[config.mk]
export PLATFORM = sky130hd
export DESIGN_NAME = fpe_flash_protect
export DESIGN_NICKNAME = d
export VERILOG_FILES = /design/src/logic/fpe_pkg.sv /design/src/logic/fpe_addr_map.sv /design/src/logic/fpe_flash_protect.sv
export SDC_FILE = /design/constraint.sdc
export NUM_CORES = 1
export LEC_CHECK = 0
export ABC_AREA = 1
export BUFFER_PORTS_ARGS = -buffer_cell sky130_fd_sc_hd__buf_4
export CAP_MARGIN = 30
export CORE_MARGIN = 10
export CORE_UTILIZATION = 40
export DETAILED_ROUTE_END_ITERATION = 7
export PLACE_DENSITY = 0.69
export REMOVE_ABC_BUFFERS = 1
export SYNTH_ARGS = -nofsm -noshare
export SYNTH_HDL_FRONTEND = slang
export SYNTH_SLANG_ARGS = --single-unit
export TNS_END_PERCENT = 100
[constraint.sdc]
create_clock -name MCLK_I -period 2 [get_ports MCLK_I]
set_input_delay 0.3 -clock MCLK_I [delete_from_list [all_inputs] [get_ports MCLK_I]]
set_output_delay 0.3 -clock MCLK_I [all_outputs]
set_load 0.02 [all_outputs]
[src/logic/fpe_pkg.sv]
// Constants and carrier types for the flash protection and overlay block.
// Assumes an 8-bit register port and eight flash blocks.
package fpe_pkg;

    // ==========================================================
    // Register offsets
    localparam logic [1:0] OFS_CTRL1 = 2'h0;
    localparam logic [1:0] OFS_CTRL2 = 2'h1;
    localparam logic [1:0] OFS_EBMASK = 2'h2;
    localparam logic [1:0] OFS_OVL = 2'h3;

    // ==========================================================
    // Field positions and reset values
    localparam int FAULT_POS = 7;
    localparam logic [7:0] CTRL1_RST = 8'h00;
    localparam logic [7:0] EBMASK_RST = 8'h00;
    localparam logic [7:0] OVL_RST = 8'h00;
    localparam logic [7:0] EBMASK_NONE = 8'h00;
    // Overlay select 0..3 lands on blocks base..base+3
    localparam logic [2:0] OVL_BLK_BASE = 3'h3;
    localparam int SYNC_STAGES = 2;

    // ==========================================================
    // Carrier types
    typedef struct packed {
        logic pad;
        logic soft_write_allow;
        logic clr_setup_bit;
        logic write_setup_bit;
        logic clr_verify;
        logic write_verify;
        logic clr_blk_arm;
        logic cell_write_arm;
    } fpe_ctrl1_t;

    typedef struct packed {
        logic [4:0] pad;
        logic overlay_on;
        logic overlay_sel_hi;
        logic overlay_sel_lo;
    } fpe_ovl_t;

    typedef struct packed {
        logic in_flash;
        logic ovl_hit;
        logic ram_orig;
        logic [2:0] blk;
    } fpe_map_t;

    typedef struct packed {
        logic to_flash;
        logic to_ram;
        logic blocked;
    } fpe_route_t;

endpackage : fpe_pkg

[src/logic/fpe_addr_map.sv]
// Address decoder: flash block index, overlay hit and RAM window hit.
// Assumes flash starts at address zero in equal power-of-two blocks.
`timescale 1ns/1ps

module fpe_addr_map import fpe_pkg::*; #(
    parameter int AW = 20,
    parameter int BLK_AW = 14,
    parameter int NBLK = 8,
    parameter int RAM_OVL_BLK = 40
) (
    input wire logic [AW-1:0] addr_i,
    input wire fpe_ovl_t ovl_i,
    output fpe_map_t map_o
);

    logic [2:0] blk;
    logic [2:0] sel_blk;
    logic upper_zero;

    // ==========================================================
    // Decode
    assign blk = addr_i[BLK_AW+2:BLK_AW];
    assign upper_zero = (addr_i[AW-1:BLK_AW+3] == '0);
    assign sel_blk = OVL_BLK_BASE
        + {1'b0, ovl_i.overlay_sel_hi, ovl_i.overlay_sel_lo};

    always_comb begin
        map_o.blk = blk;
        map_o.in_flash = upper_zero && (32'(blk) < NBLK);
        // RAM stands in for the selected block while the overlay is on
        map_o.ovl_hit = map_o.in_flash && ovl_i.overlay_on
            && (blk == sel_blk);
        map_o.ram_orig = ovl_i.overlay_on && (addr_i[AW-1:BLK_AW]
            == (AW-BLK_AW)'(RAM_OVL_BLK));
    end

endmodule : fpe_addr_map

[src/logic/fpe_flash_protect.sv]
// Flash protection, error protection and RAM overlay control.
// Assumes CPU event strobes on the same clock; the write-allow pin is
// asynchronous and is synchronised here.
//
// Decided for this implementation: the address-and-strobe port and the register offsets.
`timescale 1ns/1ps

// How it works
// - Pin low clears control and mask registers, blocks writes
// - Reset or standby clears control and mask registers, protects
// - Error state keeps control and mask registers
// - Soft write allow zero protects everything
// - Mask gates erase per block only
// - Mask zero protects every block from erase
// - Overlay on protects all blocks
// - Protection stops arm bits entering modes
// - Illegal event sets fault, enters error state
// - Error state aborts, no restart
// - Verify modes still allowed in error
// - Flash read during operation sets fault
// - Exception during operation sets fault
// - Sleep during operation sets fault
// - Bus grant during operation sets fault
// - Fault clears only on reset, hardware standby
// - Overlay maps RAM over selected block
// - Overlaid block and RAM window inaccessible
// - Select one-zero-one overlays block four
// - Overlay off restores flash mapping
// - Erase never touches overlaid area
// - Mode follows setup and mode bits
// - No program or erase with pin low
module fpe_flash_protect import fpe_pkg::*; #(
    parameter int NBLK = 8,
    parameter int AW = 20,
    parameter int BLK_AW = 14,
    parameter int RAM_OVL_BLK = 40
) (
    input wire logic MCLK_I,
    input wire logic ARST_N_I,
    input wire logic WRITE_ALLOW_PIN_I,
    input wire logic SW_STANDBY_I,
    input wire logic HW_STANDBY_I,
    input wire logic SLEEP_I,
    input wire logic EXC_TAKEN_I,
    input wire logic BUS_GRANT_I,
    input wire logic CPU_RD_I,
    input wire logic [AW-1:0] CPU_ADDR_I,
    input wire logic [1:0] ADDR_I,
    input wire logic [7:0] WDATA_I,
    input wire logic WR_I,
    input wire logic RD_I,
    output logic [7:0] RDATA_O,
    output logic PROG_O,
    output logic ERASE_O,
    output logic PV_MODE_O,
    output logic EV_MODE_O,
    output logic [NBLK-1:0] ERASE_BLK_O,
    output fpe_route_t ROUTE_O
);

    // ==========================================================
    // Elaboration checks
    generate
        if (NBLK < 7 || NBLK > 8 || AW <= BLK_AW + 3) begin : g_bad
            $error("fpe_flash_protect: unsupported NBLK or AW");
        end
    endgenerate

    // ==========================================================
    // Declarations
    logic [SYNC_STAGES-1:0] wa_sync_q;
    logic wa_s;
    fpe_ctrl1_t ctrl1_q;
    logic [7:0] ebm_q;
    fpe_ovl_t ovl_q;
    logic fault_q;
    logic [7:0] rdata_q;
    logic prog_q;
    logic erase_q;
    logic pv_q;
    logic ev_q;
    logic [NBLK-1:0] eblk_q;
    fpe_route_t route_q;
    fpe_map_t cpu_map;
    fpe_route_t route_d;
    logic hw_clear;
    logic sw_prot;
    logic armed;
    logic flash_rd;
    logic fault_evt;
    logic prog_d;
    logic erase_d;
    logic [NBLK-1:0] ovl_blk_mask;
    logic wr_ctrl1;
    logic wr_ebm;
    logic wr_ovl;

    // ==========================================================
    // Write-allow pin synchroniser
    // Only the second stage is read, to keep metastability contained
    always_ff @(posedge MCLK_I or negedge ARST_N_I) begin
        if (!ARST_N_I) begin
            wa_sync_q <= '0;
        end else begin
            wa_sync_q <= {wa_sync_q[0], WRITE_ALLOW_PIN_I};
        end
    end
    assign wa_s = wa_sync_q[SYNC_STAGES-1];

    // ==========================================================
    // Address map for CPU accesses
    fpe_addr_map #(
        .AW(AW),
        .BLK_AW(BLK_AW),
        .NBLK(NBLK),
        .RAM_OVL_BLK(RAM_OVL_BLK)
    ) u_map (
        .addr_i(CPU_ADDR_I),
        .ovl_i(ovl_q),
        .map_o(cpu_map)
    );

    // ==========================================================
    // Protection terms
    // Hardware protection: pin low or any standby
    assign hw_clear = !wa_s || SW_STANDBY_I
        || HW_STANDBY_I;
    assign sw_prot = !ctrl1_q.soft_write_allow
        || ovl_q.overlay_on;
    assign armed = ctrl1_q.cell_write_arm
        || ctrl1_q.clr_blk_arm;
    // A redirected access reads RAM, so it is no flash read
    assign flash_rd = CPU_RD_I && cpu_map.in_flash
        && !cpu_map.ovl_hit;
    assign fault_evt = armed && (flash_rd || EXC_TAKEN_I
        || SLEEP_I || BUS_GRANT_I);

    assign wr_ctrl1 = WR_I && (ADDR_I == OFS_CTRL1);
    assign wr_ebm = WR_I && (ADDR_I == OFS_EBMASK);
    assign wr_ovl = WR_I && (ADDR_I == OFS_OVL);

    // ==========================================================
    // Control register and erase mask
    // The error state never clears them, so software can inspect them
    always_ff @(posedge MCLK_I or negedge ARST_N_I) begin
        if (!ARST_N_I) begin
            ctrl1_q <= fpe_ctrl1_t'(CTRL1_RST);
        end else if (hw_clear) begin
            ctrl1_q <= fpe_ctrl1_t'(CTRL1_RST);
        end else if (wr_ctrl1) begin
            ctrl1_q <= fpe_ctrl1_t'({1'b0, WDATA_I[6:0]});
        end
    end

    always_ff @(posedge MCLK_I or negedge ARST_N_I) begin
        if (!ARST_N_I) begin
            ebm_q <= EBMASK_RST;
        end else if (hw_clear) begin
            ebm_q <= EBMASK_RST;
        end else if (wr_ebm) begin
            ebm_q <= WDATA_I;
        end
    end

    always_ff @(posedge MCLK_I or negedge ARST_N_I) begin
        if (!ARST_N_I) begin
            ovl_q <= fpe_ovl_t'(OVL_RST);
        end else if (wr_ovl) begin
            ovl_q <= fpe_ovl_t'({5'h00, WDATA_I[2:0]});
        end
    end

    // ==========================================================
    // Fault flag: set beats clear; software writes cannot clear it
    always_ff @(posedge MCLK_I or negedge ARST_N_I) begin
        if (!ARST_N_I) begin
            fault_q <= 1'b0;
        end else if (fault_evt) begin
            fault_q <= 1'b1;
        end else if (HW_STANDBY_I) begin
            fault_q <= 1'b0;
        end
    end

    // ==========================================================
    // Operating mode
    assign prog_d = wa_s && !hw_clear && !sw_prot && !fault_q
        && ctrl1_q.write_setup_bit
        && ctrl1_q.cell_write_arm;
    assign erase_d = wa_s && !hw_clear && !sw_prot && !fault_q
        && (ebm_q != EBMASK_NONE) && ctrl1_q.clr_setup_bit
        && ctrl1_q.clr_blk_arm;

    always_ff @(posedge MCLK_I or negedge ARST_N_I) begin
        if (!ARST_N_I) begin
            prog_q <= 1'b0;
            erase_q <= 1'b0;
        end else begin
            prog_q <= prog_d;
            erase_q <= erase_d;
        end
    end

    // Verify stays reachable in the error state
    always_ff @(posedge MCLK_I or negedge ARST_N_I) begin
        if (!ARST_N_I) begin
            pv_q <= 1'b0;
            ev_q <= 1'b0;
        end else begin
            pv_q <= !hw_clear && ctrl1_q.soft_write_allow
                && ctrl1_q.write_verify;
            ev_q <= !hw_clear && ctrl1_q.soft_write_allow
                && ctrl1_q.clr_verify;
        end
    end

    // ==========================================================
    // Per-block erase enables
    generate
        for (genvar b = 0; b < NBLK; b++) begin : g_blk
            assign ovl_blk_mask[b] = ovl_q.overlay_on
                && (OVL_BLK_BASE + {1'b0, ovl_q.overlay_sel_hi,
                ovl_q.overlay_sel_lo} == 3'(b));
        end
    endgenerate

    always_ff @(posedge MCLK_I or negedge ARST_N_I) begin
        if (!ARST_N_I) begin
            eblk_q <= '0;
        end else if (erase_d) begin
            eblk_q <= ebm_q[NBLK-1:0] & ~ovl_blk_mask;
        end else begin
            eblk_q <= '0;
        end
    end

    // ==========================================================
    // Access routing
    always_comb begin
        route_d.blocked = cpu_map.ram_orig;
        route_d.to_ram = cpu_map.ovl_hit;
        route_d.to_flash = cpu_map.in_flash
            && !cpu_map.ovl_hit;
    end

    always_ff @(posedge MCLK_I or negedge ARST_N_I) begin
        if (!ARST_N_I) begin
            route_q <= '0;
        end else begin
            route_q <= route_d;
        end
    end

    // ==========================================================
    // Register read port, data one cycle after the strobe
    always_ff @(posedge MCLK_I or negedge ARST_N_I) begin
        if (!ARST_N_I) begin
            rdata_q <= 8'h00;
        end else if (RD_I) begin
            unique case (ADDR_I)
                OFS_CTRL1: rdata_q <= ctrl1_q;
                OFS_CTRL2: rdata_q <= 8'(fault_q) << FAULT_POS;
                OFS_EBMASK: rdata_q <= ebm_q;
                OFS_OVL: rdata_q <= ovl_q;
            endcase
        end else begin
            rdata_q <= 8'h00;
        end
    end

    assign RDATA_O = rdata_q;
    assign PROG_O = prog_q;
    assign ERASE_O = erase_q;
    assign PV_MODE_O = pv_q;
    assign EV_MODE_O = ev_q;
    assign ERASE_BLK_O = eblk_q;
    assign ROUTE_O = route_q;
endmodule : fpe_flash_protect

After elaboration in Yosys (flattened, before gate mapping)
Cells that the tools add are included.

word-level totals
  input bits = 41
  register bits = 45
  output and inout port bits = 23
  word-level logic and storage cells = 96

operators by class
  multiplexer cells = 9
  reduce and logical (&&, ||, !) cells = 49
  equal/unequal tests = 12
  bitwise logic cells = 2
  add/subtract/negate cells = 1

operators by type and width
  cell                                                                   count
  8-bit two-way mux                                                      6
  8-bit one-hot mux with 4 select lines                                  1
  1-bit logical AND                                                      29
  3-bit equality test, second input constant                             4
  8-bit AND                                                              1
  8-bit NOT                                                              1
  8-bit nonzero test                                                     1
  1-bit logical OR                                                       7
  3-bit by 2-bit equality test with 1-bit output, second input constant  2
  6-bit equality test, second input constant                             1
  1-bit logical NOT                                                      6
  3-bit logical NOT                                                      2
  2-bit nonzero test                                                     3
  2-bit equality test, second input constant                             2
  2-bit by 2-bit adder with 3-bit output, first input constant           1
  3-bit by 1-bit equality test with 1-bit output, second input constant  1
  3-bit equality test                                                    1
  2-bit by 1-bit equality test with 1-bit output, second input constant  1
  2-bit logical NOT                                                      1
  1-bit two-way mux                                                      2

Depth between registers and ports, before layout
  depth in word-level cells = 11
  depth in mapped cells = 10
  mapped depth without buffers = 10

Cells and area by module
A second synthesis with hierarchy kept.

second synthesis, totals
  cells, all modules = 225
  area, all modules = 1,946.9 µm²

by module, submodules not included
  module             times used  cells each  sequential area each (µm²)  area each (µm²)
  fpe_flash_protect  1           199         1,101.1                     1,803.0
  fpe_addr_map       1           26          0.0                         143.9

Worst setup path before layout
No wires, ideal clock.

  path type = flip-flop to flip-flop
  from = register ovl_q[0] in the netlist's numbering
  to = register fault_q
  period minus slack after synthesis = 1,417 ps
  path buffers = 0
  data required time = 1,884 ps
  arrival = 1,301 ps
  stages on the path, launching flop included = 11
  slack = 583 ps
  setup time = 116 ps
  cell sequence = dfrtp_1 > inv_1 > ha_1 > nand2_1 > nand2_1 > nor2_1 > nand3_1 > nand2_1 > nand2_1 > nand2_1 > nand2_1

on the way
  cells in the longest elaborated chain, start to end = 10
  elaborated cells on any way between the ends = 11
  classes of those cells = 1 x add/sub; 1 x eq/ne; 1 x mux; 8 x reduce/logical

ends and longest elaborated chain
  item                                                            RTL line                  RTL
  start: declaration                                              fpe_flash_protect.sv:75   fpe_ovl_t ovl_q;
  start signal: assignment                                        fpe_flash_protect.sv:167  ovl_q <= fpe_ovl_t'(OVL_RST);
  start signal: assignment                                        fpe_flash_protect.sv:169  ovl_q <= fpe_ovl_t'({5'h00, WDATA_I[2:0]});
  2-bit by 2-bit adder with 3-bit output *                        fpe_addr_map.sv:25        + {1'b0, ovl_i.overlay_sel_hi, ovl_i.overlay_sel_lo};
  3-bit equality test *                                           fpe_addr_map.sv:32        && (blk == sel_blk);
  1-bit logical AND *                                             fpe_addr_map.sv:32
  1-bit logical NOT *                                             fpe_flash_protect.sv:134  && !cpu_map.ovl_hit;
  1-bit logical AND *                                             fpe_flash_protect.sv:134
  1-bit logical OR *                                              fpe_flash_protect.sv:135  assign fault_evt = armed && (flash_rd || EXC_TAKEN_I
  1-bit logical OR * (2 in a row)                                 fpe_flash_protect.sv:136  || SLEEP_I || BUS_GRANT_I);
  1-bit logical AND *                                             fpe_flash_protect.sv:135
  1-bit two-way mux / 2-bit nonzero test (equally long branches)  -
  end signal: assignment                                          fpe_flash_protect.sv:177  fault_q <= 1'b0;
  end signal: assignment                                          fpe_flash_protect.sv:179  fault_q <= 1'b1;
  end signal: assignment                                          fpe_flash_protect.sv:181  fault_q <= 1'b0;
  end: declaration                                                fpe_flash_protect.sv:76   logic fault_q;

Every way passes the cells marked *; elsewhere a longest branch is shown, timed or not.
A chain may end at the register's enable or synchronous reset.

Worst setup path in the final report
  from = register ovl_q[1] in the netlist's numbering
  to = register fault_q

The elaborated chain is that of the path after synthesis.

==> results.toml <==
[grt]
grt_usage_pct = 11.24
grtUsageMet2_pct = 16.95
top_usage_layer = "met2"
grt_pass1_wl_mm = 7.465
grt.met3_usage_pct = 4.323
use_met1_pct = 14.02
grt_overflow = 0
grt_max_degree = 45
grt_pass1_vias = 1590
grt_antenna_before_repair = 0

[clocking]
cts_hold_buf = 0
clk_pin_slew_ps = 80
insertion_delay_ps = 300
tritoncts = "done"
cts_buffers = 5
cts_buffer_depth = 2
cts.sink_count = 44
ctsRootBufferMaster = "clkbuf_8"
htree_levels = 2
cts_setup_buffers = 0
ctsResizeCount = 0

[synth]
ys_seq_elements = 44
synth_compound_area_share_pct = 8.523
yosysSeqAreaShare_pct = 55.56
synthDistinctLibCells = 20
synthAdderAreaFrac_pct = 4.419
synth-xor-area-share_pct = 0
ys_warn_count = 0
avgSynthCellArea_um2 = 8.848
synth_top_family_by_area = "simple AND/OR/NAND/NOR gates"
yosys.area_share.simple_pct = 24.49
synth_area_um2 = 1982
synthCells = 224
muxShareOfSynthArea_pct = 0

[place]
dp_hpwl_mm = 3.432
gp_congestion = 0.8879
io_buffers = 49

[route]
drc = 0
vias_per_cell = 4.483
drt_iter0_drc = 77
drt_wl_total_mm = 4.403
detail-route-antenna-nets = 0
vias = 1560
wl_per_cell_um = 12.65
first_pass_iters = 4

[sta]
clock_skew_ps = 7.510
post-route-min-period_ps = 1543
setup_viol_count_final = 0
hold_violations = 39
whs_ps = -7.241
slew_headroom_pct = 63.77
timing.fmax_ghz = 0.6481
tns_ps = 0
tightest_slew_ps = 543.5
slew_violations = 0
rsz0062_at_grt = "false"
min_period_over_period_pct = 77.15

[floorplanning]
ios = 64
dieWidth_um = 90.39
core.rowCount = 25
initial_core_util_pct = 41.68
dieArea_um2 = 8170
die_y_um = 90.39
core_area_um2 = 4755

[job]
drv_cap = 0

[outcome]
violations = "hold timing"
status = "finished, violations left"

[worst_setup_path]
worstSetupPathType = "register to register"
critical_path_arrival_ps = 1740
reg2reg_slack_ps = 460
required_ps = 2200
endpoint_kind = "register"
crit_path_start_kind = "register"
worstPathMaxFanout = 6

[power]
power.density_nw_per_um2 = 672.0
p_leak_uw = 0.001304
peakVddDrop_mv = 0.2822
p_total_uw = 1698

[final_layout]
nets = 328
area_growth_pct = 27.53
antennaDiodeCount = 0
drive_gt1_share_pct = 25.27

[hold_path]
hp-class = "input pin to async pin"
state kept, by name, summed over array words and instances (netlist names), 2 cells and up:
register and count:
RDATA_O 8, ctrl1_q 7, ROUTE_O 3, ovl_q 3
ERASE_BLK_O 8, ebm_q 8, wa_sync_q 2
placed cells by master, fill, tap and decap left out, drive strengths merged:
cell,count
nand2,57
buf,50
dfrtp,44
inv,36
nor2,34
o21ai,18
nand3,14
clkbuf,8
ha,7
a21oi,6
o221ai,3
nor3,2
nand4,1
nor4,1
worst max-delay path, cell delays in order, from the launching register on:
cell     delay [ps]
dfrtp_1         470
inv_1           140
ha_1            310
nand2_1          60
nand2_1          50
nor2_1           80
nand3_1         110
nand2_1          70
nand2_1          60
nand2_1          60
nand2_1          40
through the flow:
stage,utilization [%],area [um2],setup slack (ps),std cells,hold WS (ps)
after floorplan,-,1978,582.6,223,4.409
after global placement,51.26,2437,490.5,340,320.6
after detailed placement,51.26,2437,457.0,340,327.4
after CTS,53.16,2527,435.0,348,5.822
after global routing,53.16,2527,300.4,348,23.18
final,53.16,2527,456.9,348,-7.241
path summary, 6_finish.rpt:
check,end,depth (start not counted),from
min in group MCLK_I,wa_sync_q[0]$_DFF_PN0_,1,WRITE_ALLOW_PIN_I
max in group asynchronous,ERASE_BLK_O[0]$_DFF_PN0_,1,ARST_N_I
min,ebm_q[3]$_DFFE_PN0P_,1,ARST_N_I
max,fault_q$_DFFE_PN0P_,10,ovl_q[1]$_DFFE_PN0P_
min reg2reg,wa_sync_q[1]$_DFF_PN0_,0,wa_sync_q[0]$_DFF_PN0_
max reg2reg,fault_q$_DFFE_PN0P_,10,ovl_q[1]$_DFFE_PN0P_
cells in the mapped netlist, drive strengths merged:
cell type | number | share of area, %
nand2 | 57 | 11
dfrtp | 44 | 56
inv | 36 | 6.8
nor2 | 34 | 7.7
o21ai | 18 | 5.7
nand3 | 14 | 4.2
ha | 7 | 4.4
a21oi | 6 | 1.5
o221ai | 3 | 1.3
nor3 | 2 | 1.1
clkbuf | 1 | 0.19
nand4 | 1 | 0.32
nor4 | 1 | 0.32
kinds of logic (layout without fill, tap and decap cells):
family          count (synthesis)  after routing
buf+inv                        37             94
flops                          44             44
fa+ha+maj                       7              7
simple gates                  109            109
compound gates                 27             27
final cells by class:
type | instances | area (um2)
inverter | 36 | 135.1
timing repair buffer | 50 | 375.4
multi-input combinational | 143 | 742.0
tap | 67 | 83.83
sequential | 44 | 1101
clock buffer | 8 | 90.09
fill | 481 | 2227
per-layer routing:
layer,vias up,share of wire (%)
met2,53,45
met3,6,7.7
met5,-,0
met4,0,1.5
met1,690,46
li1,811,-
power breakdown:
group	internal (uW)	switching, uW
combinational	80.1	121
sequential	906	22.2
clock	282	287
Note: power is estimated with default switching activity, not from simulation.
